`src/itru_pkg.sv`:
```
// Shared constants and carriers of the interrupt and test request unit
package itru_pkg;
    localparam int NSRC = 12;
    localparam int NTEST = 2;

    localparam logic [7:0] OFS_REQ   = 8'h00;
    localparam logic [7:0] OFS_MASK  = 8'h04;
    localparam logic [7:0] OFS_LEVEL = 8'h08;
    localparam logic [7:0] OFS_CTRL  = 8'h0c;
    localparam logic [7:0] OFS_TFLAG = 8'h10;
    localparam logic [7:0] OFS_TMASK = 8'h14;
    localparam logic [7:0] OFS_STAT  = 8'h18;

    localparam int CTRL_ME   = 0;
    localparam int CTRL_WDIV = 1;
    localparam int CTRL_ISP  = 2;
    localparam int STAT_NMI  = 0;
    localparam int STAT_TRAP = 1;
    localparam int TST_PORT4 = 0;
    localparam int TST_WATCH = 1;

    localparam logic [NSRC-1:0]  RST_MASK  = 12'hfff;
    localparam logic [NSRC-1:0]  RST_LEVEL = 12'hfff;
    localparam logic [NTEST-1:0] RST_TMASK = 2'h3;

    localparam logic [15:0] VEC_NMI  = 16'h0004;
    localparam logic [15:0] VEC_BASE = 16'h0004;
    localparam logic [15:0] VEC_TRAP = 16'h003e;

    typedef struct packed {
        logic        wr;
        logic        rd;
        logic [7:0]  addr;
        logic [31:0] wdata;
    } itru_bus_t;

    typedef struct packed {
        logic        req;
        logic [15:0] addr;
    } itru_vec_t;

    typedef enum logic [1:0] {GR_NONE, GR_NMI, GR_TRAP, GR_MASK} itru_grant_t;
endpackage : itru_pkg

```
`src/itru_core.sv`:
```
// Interrupt and test request unit: flags, ranking, vectors and test inputs
// Notes on behaviour
// Fourteen sources: one NMI, twelve maskable, trap.
// Watchdog overflow in watchdog mode: NMI, 0004H.
// Watchdog overflow in interval mode: maskable, priority 0.
// Pending maskables ranked, level 0 first, 11 last.
// Four pin edges: priorities 1-4, vectors 0006H-000CH.
// Serial channel 0/1 transfer end: priorities 5, 6.
// Watch tick, three timer matches: priorities 7-10.
// Conversion end priority 11; vectors 000EH-001AH.
// Software trap unmaskable, vectors to 003EH.
// Per-source flag, mask, level; enable, in-service.
// Watch overflow, port 4 fall set masked flags.
// Acceptance clears flag, gives vector; NMI first.
// Test flags only latch and wake, never vector.
//
// The plain strobed port and the register offsets were decided locally.
module itru_core (
    input  logic                clk_sys,
    input  logic                rst_b,
    input  logic                ce,
    input  itru_pkg::itru_bus_t bus,
    output logic [31:0]         rdata,
    input  logic                wdtOverflow,
    input  logic [3:0]          extPin,
    input  logic                serial0DoneReq,
    input  logic                serial1DoneReq,
    input  logic                watchTickReq,
    input  logic                wideTimerMatchReq,
    input  logic                byteTimer1MatchReq,
    input  logic                byteTimer2MatchReq,
    input  logic                adcDoneReq,
    input  logic [7:0]          port4Pin,
    input  logic                watchOverflow,
    input  logic                softTrap,
    input  logic                intAck,
    input  logic                retiDone,
    output itru_pkg::itru_vec_t vecOut,
    output logic                irq
);
    localparam int N = itru_pkg::NSRC;
    localparam int T = itru_pkg::NTEST;

    logic [N-1:0]          reqFlag;
    logic [N-1:0]          intMask;
    logic [N-1:0]          levelSel;
    logic                  masterEnable;
    logic                  wdtInterval;
    logic                  inService;
    logic                  nmiFlag;
    logic                  trapFlag;
    logic [T-1:0]          testFlag;
    logic [T-1:0]          testMask;
    logic [11:0]           pinS1;
    logic [11:0]           pinS2;
    logic [11:0]           pinS3;
    logic [11:0]           pinLvl;
    logic [11:0]           pinFall;
    logic [3:0]            extEdgeReq;
    logic                  port4Fall;
    logic                  watchdogOverflowReq;
    logic [N-1:0]          evt;
    logic [N-1:0]          elig;
    logic [N-1:0]          hiElig;
    logic [N-1:0]          busClr;
    logic [N-1:0]          ackClr;
    logic [N-1:0]          next_reqFlag;
    logic [T-1:0]          next_testFlag;
    itru_pkg::itru_grant_t grant;
    itru_pkg::itru_grant_t next_grant;
    logic [3:0]            grantIdx;
    logic [3:0]            next_grantIdx;
    logic [15:0]           next_addr;
    logic                  accepted;
    logic                  ackMask;

    function automatic logic [3:0] firstIdx(input logic [N-1:0] v);
        firstIdx = 4'h0;
        for (int i = N - 1; i >= 0; i--) begin
            if (v[i]) begin
                firstIdx = 4'(i);
            end
        end
    endfunction : firstIdx

    function automatic logic wrHit(input logic [7:0] ofs);
        wrHit = bus.wr && (bus.addr == ofs);
    endfunction : wrHit

    // Three stages; only the second and third are compared
    always_ff @(posedge clk_sys or negedge rst_b) begin
        if (!rst_b) begin
            pinS1  <= 12'hfff;
            pinS2  <= 12'hfff;
            pinS3  <= 12'hfff;
            pinLvl <= 12'hfff;
        end else if (ce) begin
            pinS1  <= {port4Pin, extPin};
            pinS2  <= pinS1;
            pinS3  <= pinS2;
            pinLvl <= (pinLvl & (pinS2 ^ pinS3)) | (pinS3 & ~(pinS2 ^ pinS3));
        end
    end

    assign pinFall = pinLvl & ~pinS3 & ~(pinS2 ^ pinS3);
    assign extEdgeReq = pinFall[3:0];
    assign port4Fall = |pinFall[11:4];

    assign watchdogOverflowReq = wdtOverflow && wdtInterval;
    // Index is the default priority; idx 0 is the highest
    assign evt = {adcDoneReq, byteTimer2MatchReq, byteTimer1MatchReq,
                  wideTimerMatchReq, watchTickReq,
                  serial1DoneReq, serial0DoneReq,
                  extEdgeReq, watchdogOverflowReq};

    // High level blocks all maskables while it is in service
    assign elig   = (masterEnable && !inService) ? (reqFlag & ~intMask) : '0;
    assign hiElig = elig & ~levelSel;

    always_comb begin
        next_grant    = itru_pkg::GR_NONE;
        next_grantIdx = 4'h0;
        next_addr     = 16'h0000;
        if (nmiFlag) begin
            next_grant = itru_pkg::GR_NMI;
            next_addr  = itru_pkg::VEC_NMI;
        end else if (trapFlag) begin
            next_grant = itru_pkg::GR_TRAP;
            next_addr  = itru_pkg::VEC_TRAP;
        end else if (elig != '0) begin
            next_grant    = itru_pkg::GR_MASK;
            next_grantIdx = (hiElig != '0) ? firstIdx(hiElig) : firstIdx(elig);
            next_addr     = itru_pkg::VEC_BASE + {11'h000, next_grantIdx, 1'b0};
        end
    end

    assign accepted = intAck && vecOut.req;
    assign ackMask  = accepted && (grant == itru_pkg::GR_MASK);
    assign ackClr   = ackMask ? ({{(N - 1){1'b0}}, 1'b1} << grantIdx) : '0;
    assign busClr   = wrHit(itru_pkg::OFS_REQ) ? bus.wdata[N-1:0] : '0;
    assign next_reqFlag = (reqFlag & ~(busClr | ackClr)) | evt;

    always_ff @(posedge clk_sys or negedge rst_b) begin
        if (!rst_b) begin
            reqFlag <= '0;
        end else if (ce) begin
            reqFlag <= next_reqFlag;
        end
    end

    always_ff @(posedge clk_sys or negedge rst_b) begin
        if (!rst_b) begin
            nmiFlag  <= 1'b0;
            trapFlag <= 1'b0;
        end else if (ce) begin
            nmiFlag  <= (nmiFlag && !(accepted && grant == itru_pkg::GR_NMI))
                        || (wdtOverflow && !wdtInterval);
            trapFlag <= (trapFlag && !(accepted && grant == itru_pkg::GR_TRAP))
                        || softTrap;
        end
    end

    // Request drops one cycle after acceptance so a stale vector is never reused
    always_ff @(posedge clk_sys or negedge rst_b) begin
        if (!rst_b) begin
            vecOut   <= '0;
            grant    <= itru_pkg::GR_NONE;
            grantIdx <= 4'h0;
        end else if (ce) begin
            vecOut.req  <= !accepted && (next_grant != itru_pkg::GR_NONE);
            vecOut.addr <= next_addr;
            grant       <= next_grant;
            grantIdx    <= next_grantIdx;
        end
    end

    always_ff @(posedge clk_sys or negedge rst_b) begin
        if (!rst_b) begin
            intMask  <= itru_pkg::RST_MASK;
            levelSel <= itru_pkg::RST_LEVEL;
            testMask <= itru_pkg::RST_TMASK;
        end else if (ce) begin
            if (wrHit(itru_pkg::OFS_MASK)) begin
                intMask <= bus.wdata[N-1:0];
            end
            if (wrHit(itru_pkg::OFS_LEVEL)) begin
                levelSel <= bus.wdata[N-1:0];
            end
            if (wrHit(itru_pkg::OFS_TMASK)) begin
                testMask <= bus.wdata[T-1:0];
            end
        end
    end

    // Maskable or NMI acceptance drops the enable; a same-cycle software write loses
    always_ff @(posedge clk_sys or negedge rst_b) begin
        if (!rst_b) begin
            masterEnable <= 1'b0;
            wdtInterval  <= 1'b0;
        end else if (ce) begin
            if (wrHit(itru_pkg::OFS_CTRL)) begin
                wdtInterval  <= bus.wdata[itru_pkg::CTRL_WDIV];
                masterEnable <= bus.wdata[itru_pkg::CTRL_ME];
            end
            if (ackMask || (accepted && grant == itru_pkg::GR_NMI)) begin
                masterEnable <= 1'b0;
            end
        end
    end

    always_ff @(posedge clk_sys or negedge rst_b) begin
        if (!rst_b) begin
            inService <= 1'b0;
        end else if (ce) begin
            if (ackMask && !levelSel[grantIdx]) begin
                inService <= 1'b1;
            end else if (retiDone) begin
                inService <= 1'b0;
            end else if (wrHit(itru_pkg::OFS_CTRL)) begin
                inService <= bus.wdata[itru_pkg::CTRL_ISP];
            end
        end
    end

    // Test flags feed only the wake line
    always_comb begin
        next_testFlag = testFlag;
        if (wrHit(itru_pkg::OFS_TFLAG)) begin
            next_testFlag = testFlag & ~bus.wdata[T-1:0];
        end
        next_testFlag[itru_pkg::TST_PORT4] = next_testFlag[itru_pkg::TST_PORT4] | port4Fall;
        next_testFlag[itru_pkg::TST_WATCH] = next_testFlag[itru_pkg::TST_WATCH] | watchOverflow;
    end

    always_ff @(posedge clk_sys or negedge rst_b) begin
        if (!rst_b) begin
            testFlag <= '0;
            irq      <= 1'b0;
        end else if (ce) begin
            testFlag <= next_testFlag;
            irq      <= |(next_testFlag & ~testMask);
        end
    end

    always_ff @(posedge clk_sys or negedge rst_b) begin
        if (!rst_b) begin
            rdata <= 32'h0000_0000;
        end else if (ce) begin
            rdata <= 32'h0000_0000;
            if (bus.rd) begin
                case (bus.addr)
                    itru_pkg::OFS_REQ:   rdata[N-1:0] <= reqFlag;
                    itru_pkg::OFS_MASK:  rdata[N-1:0] <= intMask;
                    itru_pkg::OFS_LEVEL: rdata[N-1:0] <= levelSel;
                    itru_pkg::OFS_CTRL:  rdata[2:0] <= {inService, wdtInterval, masterEnable};
                    itru_pkg::OFS_TFLAG: rdata[T-1:0] <= testFlag;
                    itru_pkg::OFS_TMASK: rdata[T-1:0] <= testMask;
                    itru_pkg::OFS_STAT:  rdata[1:0] <= {trapFlag, nmiFlag};
                    default:             rdata <= 32'h0000_0000;
                endcase
            end
        end
    end
endmodule : itru_core

```
`config.mk`:
```
export PLATFORM = sky130hd
export DESIGN_NAME = itru_core
export DESIGN_NICKNAME = d
export VERILOG_FILES = /design/src/itru_pkg.sv /design/src/itru_core.sv
export SDC_FILE = /design/constraint.sdc
export NUM_CORES = 1
export LEC_CHECK = 0
export ABC_AREA = 1
export BUFFER_PORTS_ARGS = -buffer_cell sky130_fd_sc_hd__clkbuf_2
export CAP_MARGIN = 40
export CORE_ASPECT_RATIO = 0.5
export CORE_MARGIN = 2
export CORE_UTILIZATION = 50
export DETAILED_ROUTE_END_ITERATION = 6
export GPL_TIMING_DRIVEN = 0
export PLACE_DENSITY_LB_ADDON = 0.08
export REMOVE_ABC_BUFFERS = 1
export SLEW_MARGIN = 20
export SYNTH_ARGS = -nofsm -noshare
export SYNTH_HDL_FRONTEND = slang
export SYNTH_SLANG_ARGS = --single-unit
```
`constraint.sdc`:
```
create_clock -name clk_sys -period 1.8 [get_ports clk_sys]
set_clock_uncertainty 0.05 [all_clocks]
set_input_delay 0.27 -clock clk_sys [delete_from_list [all_inputs] [get_ports clk_sys]]
set_output_delay 0.27 -clock clk_sys [all_outputs]
set_load 0.02 [all_outputs]
```
==> reports/qor.yml <==
status: "finished, violations left"
violations: "setup timing"
numCtsBuffers: 17
vias: 5359
maxClockFrequency_ghz: 0.456
drv_cap: 0
final_common_cell: "nand2_1"
crit_chain: "inv_2 > nand2_8 > buf_12 > nor3_4 > nand2_2 > nand2_2 > nor2_2 > nand2_1 > inv_2 > nand2_4 > inv_2 > nand2_2 > nand2_2 > inv_2 > ha_4 > o21ai_2 > a21oi_2 > o21ai_1"
arrival_ps: 2430
vias_per_cell: 5.19
netlist.area_leader.share_pct: 31.9
grt_pass1_vias: 5133
cts_tree: "done"
relSlewSlack_pct: 55.1
dp_hpwl_um: 10700
netlist_instances: 760
r2r-end: "vecOut[4]"
clk_path_buf_depth: 2
path_delay_family: "simple AND/OR/NAND/NOR gates"
peakVddDrop_v: 0.000510
combPwrFrac_pct: 20.4
io_pins: 119
leakage_nw: 3.50
synth_seq_cells: 118
r2r_cells: 18
critical_path.max_fanout: 8
synth_seq_area_share_pct: 49.9
finish.net_count: 925
start_util_pct: 51.5
io_buffers: 67
postSynthAreaPerCell_um2: 8.02
highest_layer: "met4"
worstPathRequired_ps: 2040
synth_edf_count: 0
route.detailed.wl_per_inst_um: 15.2
drt_iter0_drc: 473
wl_met3_um: 867
tns_ps: -2550
cts.htree.levels: 4
max_stage_delay_ps: 410
crit_path_end: "vecOut[4]"
synth_cell_types: 43
route.met2.wl_um: 7140
die_area_mm2: 0.0131
diodes: 0
drc: 0
p_sw_share_pct: 29.7
critPathCaptureType: "flop"
power_density_mw_per_mm2: 1050
grt_util_all_layers_pct: 25.1
sequentialPowerShare_pct: 40.6
antenna_found_initial: 0
min_period_ps: 2190
area_growth_pct: 24.7
dr.pass1.iters: 5
reg2reg_slack_ps: -390
overflow: 0
yosysWarnings: 0
rows: 28
r2r-start: "inService"
worstMarginPinSlew_ps: 671
die_w_um: 160
synthArstFlopShare_pct: 100
slew_violations: 0
die_height_um: 82.1
cp.depth: 18
cp-startpoint: "inService"
power.switching_mw: 2.36
layout-drive-gt1-share_pct: 30.1
yosysTopAreaCell: "dfstp_2"
gp_congestion: 0.874
clkLatencyLatePin_ps: 410
finalSetupViolations: 11
rsz0062_at_grt: "yes"
clk_pin_slew_worst_paths_ps: 60
wl_met1_um: 7480
drt-total-wl_um: 15700
grt_pass1_wl_um: 25500
p_int_mw: 5.59
cts_sinks: 118
path_buf_inv: 5
synth_area_mm2: 0.00610
final_cell_mix: "nand2_1, inv_1, dfstp_2"
grt_max_degree: 89
root_buffer: "clkbuf_16"
ys_top_cells_by_area: "dfstp_2, dfrtp_1, nand2_1"
cpMaxStageDelayCell: "dfrtp_1"
cp-start-kind: "flop"
crit_type: "reg -> reg"
min_period_over_period_pct: 122
dp_slack_ps: -667
hold_violations: 0
pwr-share-clk_pct: 39.0
fin_ws_ps: -392
ys.flop_type: "dfstp_2"
min-delay-path-class: "in -> reg"
ant_nets: 0
coreArea_mm2: 0.0118
## how the worst min path moves through the flow
stage	start	endpoint	slack [ps]	cells after the start
2_1_floorplan	rst_b	grantIdx[0]	-80	0
3_3_place_gp	pinS1[8]	pinS1[8]	400	2
3_5_place_dp	rst_b	rdata[11]	130	1
4_1_cts	extPin[3]	pinS1[3]	8	3
5_1_grt	watchTickReq	reqFlag[7]	30	2
6_report	softTrap	trapFlag	10	3
## power groups by stage
stage | logic [mW] | clock network [mW] | registers, mW
after global placement | 1.18 | 0 | 3.25
after global routing | 1.82 | 3.24 | 3.27
after detailed placement | 1.23 | 0 | 3.26
after floorplan | 0.811 | 0 | 3.24
after CTS | 1.45 | 3.12 | 3.22
final | 1.62 | 3.10 | 3.23
## kinds of logic after synthesis
| family | Yosys count | synth area share [%] |
|---|---|---|
| buffers and inverters | 145 | 11.0 |
| other | 1 | 0.0615 |
| flip-flops | 118 | 49.9 |
| AO/OA/AOI/OAI | 173 | 16.6 |
| AND/OR/NAND/NOR | 322 | 22.2 |
| adder cells (fa/ha/maj) | 1 | 0.205 |
## worst min-delay path, delay by kind of cell
kind	cells	cell delay, ps
AND/OR/NAND/NOR	1	40
buffers and inverters	1	80
AO/OA/AOI/OAI	1	50
## cells in the mapped netlist (2+ instances only)
library cell and number:
o21ai_0 77, o21ai_1 17, buf_4 31, nand4_1 5, a32o_1 2, nor4_1 2
a221oi_1 5, nor2_2 4, dfstp_2 74, clkbuf_1 17, a31oi_1 6, o2111ai_1 2
a31o_2 2, a21oi_1 15, nor3_1 7, o31ai_1 3, nand2_1 219, nor2_1 44
nand2_4 2, inv_2 7, buf_2 3, inv_1 83, o22ai_1 25, dfrtp_1 44
nor3_2 4, buf_1 2, o211ai_1 12, nand3_1 27, or2_1 2, a22o_1 2
nand2_2 3
## final cells by class
| cell class | instances | area, um^2 |
|---|---|---|
| fillers | 1042 | 4240 |
| flip-flops and latches | 118 | 3050 |
| multi-input cells | 527 | 2760 |
| repair buffers | 100 | 699 |
| clock buffers | 27 | 513 |
| inverters | 91 | 352 |
| well taps | 165 | 206 |
| clock inverters | 4 | 25.0 |
## what timing repair did
action / 4_1_cts / 5_1_grt
pin swaps: 12 / 13
buffers inserted: 10 / 6
hold buffers: 12 / 0
hold endpoints to repair: 41 / 0
resized for setup: 33 / 43
endpoints found under the setup margin: 49 / 30
## per-stage QoR
stage / utilization, % / instances / hold slack [ps] / instance area, um^2 / total power [mW]
after detailed placement: 55.1 / 973 / 132 / 6530 / 4.48
after global routing: 64.2 / 1032 / 31.7 / 7600 / 8.33
after global placement: 54.2 / 968 / 401 / 6420 / 4.43
final: 64.2 / 1032 / 10.7 / 7600 / 7.96
after CTS: 62.4 / 1025 / 7.70 / 7390 / 7.80
after floorplan: - / 736 / -75.6 / 5880 / 4.05
## routing by layer
layer	vias to the layer above	global-route usage, %
li1	2633	-
met1	2540	33.3
met2	165	41.9
met3	21	5.09
met4	0	8.92
met5	-	0
Power figures use the tool's default switching activity.
